===== config.mk =====
export PLATFORM = sky130hd
export DESIGN_NAME = flash_command_sequencer
export DESIGN_NICKNAME = d
export VERILOG_FILES = /design/src/flash_seq_pkg.sv /design/src/flash_tick_div.sv /design/src/flash_command_sequencer.sv
export VERILOG_INCLUDE_DIRS = /design/src /design/src/src
export SDC_FILE = /design/constraint.sdc
export NUM_CORES = 1
export LEC_CHECK = 0
export BUFFER_PORTS_ARGS = -buffer_cell sky130_fd_sc_hd__buf_2
export CORE_MARGIN = 2
export CORE_UTILIZATION = 42
export CTS_CLUSTER_DIAMETER = 40
export CTS_CLUSTER_SIZE = 40
export DETAILED_ROUTE_END_ITERATION = 10
export GPL_TIMING_DRIVEN = 0
export PLACE_DENSITY = 0.69
export SLEW_MARGIN = 25
export SYNTH_ARGS = -nofsm -noshare
export SYNTH_HDL_FRONTEND = slang
export SYNTH_HIERARCHICAL = 1
export SYNTH_SLANG_ARGS = --single-unit

===== constraint.sdc =====
create_clock -name mclk -period 6.4 [get_ports mclk]
set_input_delay 0.96 -clock mclk [delete_from_list [all_inputs] [get_ports mclk]]
set_output_delay 0.96 -clock mclk [all_outputs]
set_load 0.03 [all_outputs]

===== src/flash_seq_params.svh =====
/*
  constants for the flash command sequencer: command codes, status bit
  positions, key window, banked window and execution lengths.
  assumes it is included by bare name from the package and the modules.
*/
`ifndef FLASH_SEQ_PARAMS_SVH
`define FLASH_SEQ_PARAMS_SVH

// command codes
`define CMD_VERIFY 8'h05
`define CMD_PROG 8'h20
`define CMD_SECT 8'h40
`define CMD_MASS 8'h41

// status write data bit positions
`define STAT_BUF_EMPTY 7
`define STAT_CMD_DONE 6
`define STAT_PROT_ERR 5
`define STAT_ACC_ERR 4
`define STAT_BLANK 2

// sector of 256 words: byte address bits [8:0] ignored
`define SECT_MASK 16'hFE00
// banked page window
`define WIN_LO 16'h8000
`define WIN_HI 16'hBFFF
// backdoor key words start here, four words
`define KEY_BASE 16'hFF00
`define UNSECURED_CODE 2'h2

// execution lengths in timing clock ticks
`define TICKS_VERIFY 12'h040
`define TICKS_PROG 12'h008
`define TICKS_SECT 12'h3E8
`define TICKS_MASS 12'hFA0
`define DIV_W 7

`endif


===== src/flash_seq_pkg.sv =====
/*
  types shared by the sequencer and its timing divider.
  assumes the params header is on the include path.
*/
`default_nettype none
`include "flash_seq_params.svh"

package flash_seq_pkg;

  // gray along empty -> word -> command -> queued
  typedef enum logic [1:0] {
    SEQ_EMPTY = 2'h0,
    SEQ_WORD = 2'h1,
    SEQ_CMD = 2'h3,
    SEQ_QUEUED = 2'h2
  } seq_t;

  typedef enum logic [2:0] {
    REG_CLKDIV = 3'h0,
    REG_SECURITY = 3'h1,
    REG_CONFIG = 3'h2,
    REG_PROTECT = 3'h3,
    REG_STATUS = 3'h4,
    REG_COMMAND = 3'h5,
    REG_OTHER = 3'h6
  } reg_sel_t;

  typedef struct packed {
    logic [7:0] cmd;
    logic [15:0] addr;
    logic [15:0] data;
  } cmd_entry_t;

  typedef struct packed {
    logic [`DIV_W-1:0] cnt;
    logic tick;
  } div_st_t;

  typedef struct packed {
    seq_t seq;
    cmd_entry_t buf_e;
    cmd_entry_t act;
    logic act_v;
    logic [11:0] tmr;
    logic acc_err;
    logic prot_err;
    logic buf_empty;
    logic cmd_done;
    logic blank;
    logic divld;
    logic [`DIV_W-1:0] div;
    logic [1:0] key_idx;
    logic key_ok;
    logic unsec;
    logic stop_seen;
    logic hv_on;
    logic op_start;
    logic irq;
    logic rd_invalid;
    logic prot_wr_en;
    logic [1:0] secure_lvl;
  } seq_st_t;

endpackage : flash_seq_pkg

`default_nettype wire


===== src/flash_tick_div.sv =====
/*
  timing clock divider: one-cycle tick every div+1 bus clocks.
  assumes run stays low until the divider value has been loaded.
*/
`default_nettype none
`include "flash_seq_params.svh"

module flash_tick_div (
  // clock and reset
  input wire logic mclk,
  input wire logic rst_b,
  // control
  input wire logic run,
  input wire logic [`DIV_W-1:0] div,
  // tick out
  output logic tick
);
  import flash_seq_pkg::*;

  div_st_t q, d;

  always_comb begin
    d = q;
    d.tick = 1'b0;
    if (run) begin
      if (q.cnt >= div) begin
        d.cnt = '0;
        d.tick = 1'b1;
      end else begin
        d.cnt = q.cnt + `DIV_W'(1);
      end
    end else begin
      d.cnt = '0;
    end
  end

  always_ff @(posedge mclk) begin
    if (!rst_b) begin
      q <= '0;
    end else begin
      q <= d;
    end
  end

  assign tick = q.tick;
endmodule // flash_tick_div

`default_nettype wire


===== src/flash_command_sequencer.sv =====
/*
  command state machine of a program/erase flash array: buffered sequence,
  access and protection checks, two-stage queue, stop handling, backdoor
  key and interrupt request.
  assumes the cpu side presents one write per cycle as a pulse, and that
  prot_hit reflects the address shown on buf_addr.
*/
//Contract
//- erase verify sets blank only if erased
//- program writes buffered word at buffered address
//- sector erase clears 256-word sector of address
//- mass erase needs all three protect-off bits
//- no divider or misaligned write: access error
//- banked write without our page: access error
//- array write with buffer busy: access error
//- second word or command: access error
//- wrong register write mid-sequence: access error
//- invalid command code: access error
//- secured nonsecure or debug non-mass: error
//- writing zero to buffer flag aborts, errors
//- reads never error; busy array reads invalid
//- error flags lock command launch
//- protected target or mass: protection violation
//- stop aborts, kills queue, sets flags
//- wait lets commands finish; interrupt wakes
//- debug: protect writable, secured only mass
//- four key words from key base unsecure
//- unlock leaves key, byte, protections; reset
//- reset aborts running command at once
//- interrupt on enabled empty or complete flag
//- writing one launches, clears complete flag
//- complete only when nothing active or queued
//- buffer plus active stage form queue
//- divider write sets loaded, gates commands
`default_nettype none
`include "flash_seq_params.svh"

module flash_command_sequencer (
  // clock and reset
  input wire logic mclk,
  input wire logic rst_b,
  // array write strobe
  input wire logic arr_wr,
  input wire logic [15:0] arr_addr,
  input wire logic [15:0] arr_wdata,
  input wire logic arr_byte,
  // register write strobe
  input wire logic reg_wr,
  input wire flash_seq_pkg::reg_sel_t reg_sel,
  input wire logic [7:0] reg_wdata,
  // configuration and protection levels
  input wire logic buffer_empty_irq_enable,
  input wire logic command_complete_irq_enable,
  input wire logic backdoor_enable,
  input wire logic backdoor_access_mode,
  input wire logic low_region_protect_disable,
  input wire logic high_region_protect_disable,
  input wire logic protection_open_select,
  input wire logic prot_hit,
  input wire logic page_hit,
  // chip modes and security source
  input wire logic stop_mode,
  input wire logic background_debug_mode,
  input wire logic special_single_chip,
  input wire logic nonsecure_src,
  input wire logic [1:0] security_byte,
  input wire logic [3:0][15:0] key_words,
  // array engine
  input wire logic blank_in,
  output logic op_start,
  output flash_seq_pkg::cmd_entry_t op,
  output logic hv_on,
  output logic [15:0] buf_addr,
  // status
  output logic access_error_flag,
  output logic protection_violation_flag,
  output logic buffer_empty_flag,
  output logic command_complete_flag,
  output logic blank_flag,
  output logic divider_loaded_flag,
  output logic read_invalid,
  output logic prot_wr_en,
  output logic [1:0] security_state_field,
  output logic irq
);
  import flash_seq_pkg::*;

  seq_st_t q, d;
  logic tick;

  flash_tick_div i_flash_tick_div (
    .mclk(mclk),
    .rst_b(rst_b),
    .run(q.divld),
    .div(q.div),
    .tick(tick)
  );

  function automatic logic [11:0] ticks_of(input logic [7:0] c);
    logic [11:0] t;
    t = `TICKS_PROG;
    if (c == `CMD_VERIFY) t = `TICKS_VERIFY;
    else if (c == `CMD_SECT) t = `TICKS_SECT;
    else if (c == `CMD_MASS) t = `TICKS_MASS;
    return t;
  endfunction

  function automatic logic valid_cmd(input logic [7:0] c);
    return (c == `CMD_VERIFY) || (c == `CMD_PROG) || (c == `CMD_SECT) ||
           (c == `CMD_MASS);
  endfunction

  always_comb begin
    logic err;
    logic pv;
    logic finish;
    logic keymode;
    logic secured;
    logic in_seq;
    err = 1'b0;
    pv = 1'b0;
    finish = q.act_v && tick && (q.tmr == 12'h000);
    keymode = backdoor_enable && backdoor_access_mode;
    secured = q.secure_lvl != `UNSECURED_CODE;
    in_seq = (q.seq == SEQ_WORD) || (q.seq == SEQ_CMD);
    d = q;
    d.op_start = 1'b0;

    // execution stage
    if (finish) begin
      if (q.act.cmd == `CMD_VERIFY) d.blank = blank_in;
      d.act_v = 1'b0;
      d.hv_on = 1'b0;
      if (q.seq != SEQ_QUEUED) d.cmd_done = 1'b1;
    end else if (q.act_v && tick) begin
      d.tmr = q.tmr - 12'h001;
    end

    // queued buffer moves into the active stage; high voltage stays on
    if (q.seq == SEQ_QUEUED && (!q.act_v || finish)) begin
      d.act = q.buf_e;
      if (q.buf_e.cmd == `CMD_SECT) d.act.addr = q.buf_e.addr & `SECT_MASK;
      if (q.buf_e.cmd == `CMD_VERIFY) d.blank = 1'b0;
      d.act_v = 1'b1;
      d.tmr = ticks_of(q.buf_e.cmd) - 12'h001;
      d.hv_on = 1'b1;
      d.op_start = 1'b1;
      d.seq = SEQ_EMPTY;
      d.buf_empty = 1'b1;
    end

    // key window reset when access mode drops
    if (!keymode) begin
      d.key_idx = 2'h0;
      d.key_ok = 1'b1;
    end

    if (arr_wr) begin
      if (keymode) begin
        // debug in special single chip may never unlock
        if (background_debug_mode && special_single_chip) begin
          d.key_ok = 1'b0;
        end else begin
          // key compare only; stored key, byte and protections untouched
          if (arr_addr != (`KEY_BASE | {13'h0, q.key_idx, 1'b0}) ||
              arr_wdata != key_words[q.key_idx]) begin
            d.key_ok = 1'b0;
          end
          d.key_idx = q.key_idx + 2'h1;
          if (q.key_idx == 2'h3 && d.key_ok) d.unsec = 1'b1;
        end
      end else if (!q.divld) begin
        err = 1'b1;
      end else if (arr_byte || arr_addr[0]) begin
        err = 1'b1;
      end else if (arr_addr >= `WIN_LO && arr_addr <= `WIN_HI && !page_hit) begin
        err = 1'b1;
      end else if (!q.buf_empty) begin
        err = 1'b1;
      end else if (q.seq != SEQ_EMPTY) begin
        err = 1'b1;
      end else begin
        d.buf_e.addr = arr_addr;
        d.buf_e.data = arr_wdata;
        d.seq = SEQ_WORD;
      end
    end

    if (reg_wr) begin
      if (reg_sel == REG_COMMAND) begin
        if (q.seq == SEQ_CMD) begin
          err = 1'b1;
        end else if (q.seq == SEQ_WORD) begin
          if (!valid_cmd(reg_wdata)) begin
            err = 1'b1;
          end else if (secured && (nonsecure_src || background_debug_mode) &&
                       reg_wdata != `CMD_MASS) begin
            err = 1'b1;
          end else if (secured && background_debug_mode && special_single_chip &&
                       reg_wdata != `CMD_MASS) begin
            err = 1'b1;
          end else if ((reg_wdata == `CMD_PROG || reg_wdata == `CMD_SECT) &&
                       prot_hit) begin
            pv = 1'b1;
          end else if (reg_wdata == `CMD_MASS && !(low_region_protect_disable &&
                       high_region_protect_disable && protection_open_select)) begin
            pv = 1'b1;
          end else begin
            d.buf_e.cmd = reg_wdata;
            d.seq = SEQ_CMD;
          end
        end
      end else if (reg_sel == REG_STATUS) begin
        // clears come first so a same-cycle error still sets the flag
        if (reg_wdata[`STAT_ACC_ERR]) d.acc_err = 1'b0;
        if (reg_wdata[`STAT_PROT_ERR]) d.prot_err = 1'b0;
        if (q.seq == SEQ_WORD) begin
          err = 1'b1;
        end else if (!reg_wdata[`STAT_BUF_EMPTY]) begin
          err = 1'b1;
        end else if (q.seq == SEQ_CMD && !q.acc_err && !q.prot_err) begin
          d.seq = SEQ_QUEUED;
          d.buf_empty = 1'b0;
          d.cmd_done = 1'b0;
        end
      end else begin
        if (reg_sel == REG_CLKDIV) begin
          d.divld = 1'b1;
          d.div = reg_wdata[`DIV_W-1:0];
        end
        if (in_seq) err = 1'b1;
      end
    end

    // an erroneous sequence is thrown away, a queued one is kept
    if (err) begin
      d.acc_err = 1'b1;
      if (in_seq) d.seq = SEQ_EMPTY;
    end
    if (pv) begin
      d.prot_err = 1'b1;
      if (in_seq) d.seq = SEQ_EMPTY;
    end

    // stop entry aborts active and just-launched work; wait mode needs nothing here
    if (stop_mode && !q.stop_seen) begin
      d.stop_seen = 1'b1;
      if (q.act_v || q.seq == SEQ_QUEUED) begin
        d.act_v = 1'b0;
        d.hv_on = 1'b0;
        d.op_start = 1'b0;
        d.seq = SEQ_EMPTY;
        d.cmd_done = 1'b1;
        d.acc_err = 1'b1;
      end
    end else if (!stop_mode && q.stop_seen) begin
      d.stop_seen = 1'b0;
      d.buf_empty = 1'b1;
    end

    // array reads are never checked, only flagged as invalid
    d.rd_invalid = d.act_v || (d.seq == SEQ_QUEUED) || keymode;
    d.prot_wr_en = background_debug_mode;
    d.secure_lvl = d.unsec ? `UNSECURED_CODE : security_byte;
    // level request also serves as the wake source in wait
    d.irq = (d.buf_empty && buffer_empty_irq_enable) ||
            (d.cmd_done && command_complete_irq_enable);
  end

  // synchronous reset drops any running command on the spot
  always_ff @(posedge mclk) begin
    if (!rst_b) begin
      q <= '0;
      q.buf_empty <= 1'b1;
      q.cmd_done <= 1'b1;
      q.key_ok <= 1'b1;
    end else begin
      q <= d;
    end
  end

  assign op_start = q.op_start;
  assign op = q.act;
  assign hv_on = q.hv_on;
  assign buf_addr = q.buf_e.addr;
  assign access_error_flag = q.acc_err;
  assign protection_violation_flag = q.prot_err;
  assign buffer_empty_flag = q.buf_empty;
  assign command_complete_flag = q.cmd_done;
  assign blank_flag = q.blank;
  assign divider_loaded_flag = q.divld;
  assign read_invalid = q.rd_invalid;
  assign prot_wr_en = q.prot_wr_en;
  assign security_state_field = q.secure_lvl;
  assign irq = q.irq;
endmodule // flash_command_sequencer

`default_nettype wire


After elaboration in Yosys (flattened, before gate mapping)
Cells that the tools add are included.
{"block": "word_totals", "word_cells": 244, "ff_bits": 128, "inputBits": 128}
{"block": "classes", "magnitude_cmp": 4, "mux": 111, "reduce_logical": 59, "eq_ne": 29, "addsub": 4, "n_bitwise": 8}
{"operator": "$mux W10", "count": 10}
{"operator": "$mux W12", "count": 6}
{"operator": "$mux W1", "count": 56}
{"operator": "$mux W2", "count": 28}
{"operator": "$bmux W16 S2", "count": 1}
{"operator": "$eq A8 B7 Y1 const B", "count": 4}
{"operator": "$ne A16 B16 Y1", "count": 2}
{"operator": "$eq A8 B3 Y1 const B", "count": 3}
{"operator": "$sub A12 B1 Y12 const B", "count": 2}
{"operator": "$logic_and A1 B1 Y1", "count": 23}
{"operator": "$mux W4", "count": 5}
{"operator": "$ge A16 B16 Y1 const B", "count": 1}
{"operator": "$le A16 B16 Y1 const B", "count": 1}
{"operator": "$mux W16", "count": 1}
{"operator": "$ne A3 B3 Y1 const B", "count": 5}
{"operator": "$logic_or A1 B1 Y1", "count": 13}
{"operator": "$mux W13", "count": 1}
{"operator": "$logic_not A12 Y1", "count": 1}
{"operator": "$reduce_bool A2 Y1", "count": 6}
{"operator": "$mux W9", "count": 1}
{"operator": "$reduce_and A9 Y1", "count": 1}
{"operator": "$eq A2 B2 Y1 const B", "count": 4}
{"operator": "$eq A8 B6 Y1 const B", "count": 1}
{"operator": "$mux W8", "count": 1}
{"operator": "19 further kinds", "count": 38}

Depth between registers and ports, before layout
{"block": "depth", "word_depth": 32, "depth_mapped": 12, "mapped_depth_nobuf": 10}

Hierarchy
The synthesis kept the hierarchy.
{"module": "flash_command_sequencer", "seq_area_each_um2": 2402.3, "n_inst": 1, "area_per_inst_um2": 6107.1, "cells_per_inst": 742}
{"module": "flash_tick_div", "seq_area_each_um2": 160.2, "n_inst": 1, "area_per_inst_um2": 481.7, "cells_per_inst": 51}

Least setup slack after synthesis
OpenSTA, ideal clock, no wires.
{"block": "synth_path", "kind": "input port to flip-flop", "from": "input port reg_wdata[1]", "to": "register q[110] in the netlist's numbering", "cell_stages": 5, "n_path_buf": 0, "slack_ns": 3.779, "setup_ns": 0.128, "t_arrival_ns": 2.493, "cell_sequence": "or4_4 -> or2_4 -> a2111oi_4 -> mux2i_1 -> nor2_1"}
{"block": "synth_via", "elab_chain_len": 6, "elab_cells_between_ends": 19}
{"element": "start: declaration", "line_no": "flash_command_sequencer.sv:50", "rtl": "input wire logic [7:0] reg_wdata,"}
{"element": "$eq A8 B3 Y1 (no source line) or $eq A8 B6 Y1 (tied branches)"}
{"element": "$logic_or A1 B1 Y1 (3 in series)", "line_no": "flash_command_sequencer.sv:109", "rtl": "return (c == `CMD_VERIFY) || (c == `CMD_PROG) || (c == `CMD_SECT) ||"}
{"element": "$ne A3 B2 Y1 (no source line)"}
{"element": "$reduce_and A9 Y1 (no source line) (*)"}
{"element": "end: declaration", "line_no": "flash_command_sequencer.sv:88", "rtl": "seq_st_t q, d;"}
Mark *: on every way between the ends. The rest lies on a longest branch, timed or not.
A chain may end at the register's enable or synchronous reset.

Final worst setup path
{"block": "layout_path", "from": "register q[30] in the netlist's numbering", "to": "register q[35] in the netlist's numbering"}
{"block": "layout_via", "elab_chain_len": 6, "elab_cells_between_ends": 11}
{"element": "parallel branches: the longest is 6 deep, another holds $sub A12 B1 Y12"}
Parallel ways; which one is timed is not known. The select of a mux whose other input is x is not followed.

==> results.sh <==
export IMPL_outcome="finished, final reports clean"
export IMPL_cts_root_buf="clkbuf_16"
export IMPL_dpl_hpwl_microns=15410
export IMPL_drt_pre_antenna_iters=5
export IMPL_crit_required_ns=6.75
export IMPL_post_cts_setup_buffers=0
export IMPL_hp_start="op[30]"
export IMPL_grt_overflow_total=0
export IMPL_die_x_microns=129.3
export IMPL_antenna_cells=0
export IMPL_vias=6317
export IMPL_netlist_area_sq_um=6589
export IMPL_syn_mean_instance_area_sq_um=8.309
export IMPL_setup_tns_ns=0
export IMPL_fin_crit_sh_pct=50.04
export IMPL_use_met2_pct=35.82
export IMPL_grt_pass1_vias=5892
export IMPL_endpoint_kind="flop"
export IMPL_worst_hold_slack_ns=0.4510
export IMPL_drv_slew=0
export IMPL_p_leak_nw=3.491
export IMPL_synth_cells=793
export IMPL_rows=45
export IMPL_crit_chain="nor3_1, and4_1, buf_2, o21ai_1, clkbuf_1, nand2_1, ha_1, o21ai_0, nor3_1, a31oi_1, o21ai_0, a31oi_1"
export IMPL_crit_type="flop to flop"
export IMPL_async_reset_ff_share_pct=0
export IMPL_cellPowerDensity_nw_per_um2=223.9
export IMPL_seq_area_sq_um=2562
export IMPL_fin_crit_ns=3.202
export IMPL_coreArea_sq_um=15260
export IMPL_htreeDepth=4
export IMPL_regToRegStartpoint="q[30]"
export IMPL_ys_warn_count=6
export IMPL_reg2reg_depth=12
export IMPL_crit_family="compound AO/OA/AOI/OAI gates"
export IMPL_critPathLaunchType="flop"
export IMPL_reg2reg_slack_ns=3.20
export IMPL_cts_resized=0
export IMPL_final_net_count=1148
export IMPL_fill_cells=1487
export IMPL_finalSetupViolCount=0
export IMPL_postCtsHoldBufs=0
export IMPL_max_freq_mhz=312.3
export IMPL_cp_max_fo=10
export IMPL_clk_latency_ns=0.43
export IMPL_r2r_end="q[35]"
export IMPL_max_slew_margin_pct=35.69
export IMPL_holdPathStages=2
export IMPL_ys_ff_latch=128
export IMPL_ant_nets=0
export IMPL_cts_made_buffers=17
export IMPL_met3_usage_pct=6.069
export IMPL_io_pins=197
export IMPL_numClockSinks=128
export IMPL_drv_cap=0
export IMPL_place_congestion=0.9101
export IMPL_rsz0062_at_grt="false"
export IMPL_routed_wl_microns=19820
export IMPL_cts_tree="yes"
export IMPL_multi_input_area_sq_um=3311
export IMPL_hold_viol=0
export IMPL_ir_worst_vdd_v=0.0001807
export IMPL_grt_busiest_layer="met2"
export IMPL_drc=0
export IMPL_drive_above_1_share_pct=32.32
export IMPL_die_h_microns=129.3
export IMPL_track_usage_pct=23.42
export IMPL_clock_path_buffers=2
export IMPL_syn2layout_area_growth_pct=27.61
export IMPL_synthFlopType="dfxtp_1"
export IMPL_holdCritPathClass="flop to flop"
export IMPL_antenna_found_initial=0
export IMPL_synth_edf_count=0
export IMPL_worst_clock_skew_ns=0.006126
export IMPL_crit_slowest_cell="o21ai_1"
export IMPL_grt_max_degree=17
export IMPL_path_clk_slew_ns=0.06
export IMPL_drtIter0Drc=360
export IMPL_synthDistinctLibCells=70
export IMPL_start_util_pct=43.18
export IMPL_crit_buf_inv=2
export IMPL_synth_fp_nets=933
export IMPL_numPortBuffers=196
export IMPL_die_area_sq_um=16710
export IMPL_grt_pass1_wl_microns=30330
export IMPL_wl_per_cell_microns=16.09
export IMPL_arrival_ns=3.56
export IMPL_hold_end="op[30]"
export IMPL_slowest_delay_ns=0.56
export IMPL_via_per_inst=5.127
export IMPL_met1_usage_pct=32.46
export IMPL_tightest_slew_ns=0.9573
export IMPL_ys_seq_area_share_pct=38.89
-- where the power goes --
| group | leakage (nW) | internal (W) | switching, W |
|---|---|---|---|
| registers | 1.03 | 0.000803 | 0.00000383 |
| clock network | 0.269 | 0.000549 | 0.000386 |
| logic | 2.19 | 0.0000655 | 0.0000757 |
-- metrics by stage --
stage                     total power (W)  setup WS [ns]  instance area (sq um)  std cells  util, %
after floorplan                 0.0008928          3.779                   6589        793        -
after global placement          0.0009623          3.243                   7834       1200    51.34
after detailed placement        0.0009647          3.278                   7834       1200    51.34
after CTS                        0.001888          3.275                   8408       1232    55.10
after global routing             0.001942          2.975                   8408       1232    55.10
final                            0.001883          3.198                   8408       1232    55.10
-- worst max path at each step --
| stage | depth (start not counted) | start | end |
|---|---|---|---|
| after floorplan | 5 | reg_wdata[1] | q[110] |
| after global placement | 12 | q[30] | q[35] |
| after detailed placement | 12 | q[30] | q[35] |
| after CTS | 12 | q[30] | q[35] |
| after global routing | 12 | q[30] | q[35] |
| final | 12 | q[30] | q[35] |
-- area by class of cell --
class | count | share of cell area [%]
timing repair buffer | 196 | 11.67
inverter | 21 | 0.9375
multi-input combinational | 545 | 39.38
sequential | 128 | 30.48
buffer | 99 | 7.574
clock inverter | 14 | 1.607
clock buffer | 18 | 5.223
tap | 211 | 3.140
-- placed cells by master, fill, tap and decap left out, types with 6 or more instances in the layout --
master / synthesis / final
mux2i_1: 7 / 7
buf_2: 6 / 202
nand2_1: 175 / 175
clkbuf_16: 0 / 17
o21a_1: 7 / 7
buf_4: 58 / 58
nor2_1: 38 / 38
dfxtp_1: 128 / 128
o21ai_0: 14 / 14
ha_1: 12 / 12
mux4_2: 16 / 16
xnor2_1: 24 / 24
nand4_1: 10 / 10
nand2b_1: 6 / 6
nand3_1: 20 / 20
nor3_1: 23 / 23
inv_1: 20 / 20
a211oi_1: 6 / 6
a21oi_1: 95 / 95
clkbuf_1: 30 / 30
and3_1: 10 / 10
-- layer usage --
layer | vias to the layer above | routed length [microns]
li1 | 3119 | -
met1 | 2923 | 9280
met2 | 247 | 8891
met3 | 28 | 1359
met4 | 0 | 289
met5 | - | 0
-- cell usage after synthesis, types with 7 or more instances --
cell | instances | area [sq um]
nand3_1 | 20 | 100.1
nand2_1 | 175 | 656.9
ha_1 | 12 | 150.1
dfxtp_1 | 128 | 2562
nor2_1 | 38 | 142.6
nor3_1 | 23 | 115.1
xnor2_1 | 24 | 210.2
o21ai_0 | 14 | 70.07
mux4_2 | 16 | 360.4
o21a_1 | 7 | 52.55
mux2i_1 | 7 | 70.07
buf_4 | 58 | 435.4
clkbuf_1 | 30 | 112.6
inv_1 | 20 | 75.07
nand4_1 | 10 | 62.56
and3_1 | 10 | 62.56
a21oi_1 | 95 | 475.5
-- worst register-to-register path, stage by stage (launching register included) --
cell and delay (ns):
dfxtp_1 0.47, nor3_1 0.14, and4_1 0.19, buf_2 0.14
o21ai_1 0.56, clkbuf_1 0.50, nand2_1 0.12, ha_1 0.25
o21ai_0 0.22, nor3_1 0.09, a31oi_1 0.19, o21ai_0 0.09
a31oi_1 0.17
-- sequential cells by signal (all words and copies together) (netlist names) --
register	flops
hv_on	1
prot_wr_en	1
blank_flag	1
command_complete_flag	1
protection_violation_flag	1
op_start	1
read_invalid	1
i_flash_tick_div/tick	1
access_error_flag	1
security_state_field	2
buf_addr	16
i_flash_tick_div/q	7
op	40
q	51
buffer_empty_flag	1
divider_loaded_flag	1
irq	1
-- kinds of logic (layout without fill, tap and decap cells) --
group                    count (synthesis)  count (layout)  share of synthesized area [%]
flip-flops                             128             128                          38.89
AND/OR/NAND/NOR                        321             321                          22.62
AO/OA/AOI/OAI                          159             159                          14.79
XOR/XNOR                                29              29                          3.855
buffers and inverters                  120             348                          10.86
adder cells (fa/ha/maj)                 12              12                          2.279
multiplexers                            24              24                          6.703
Note: power is estimated with default switching activity, not from simulation.
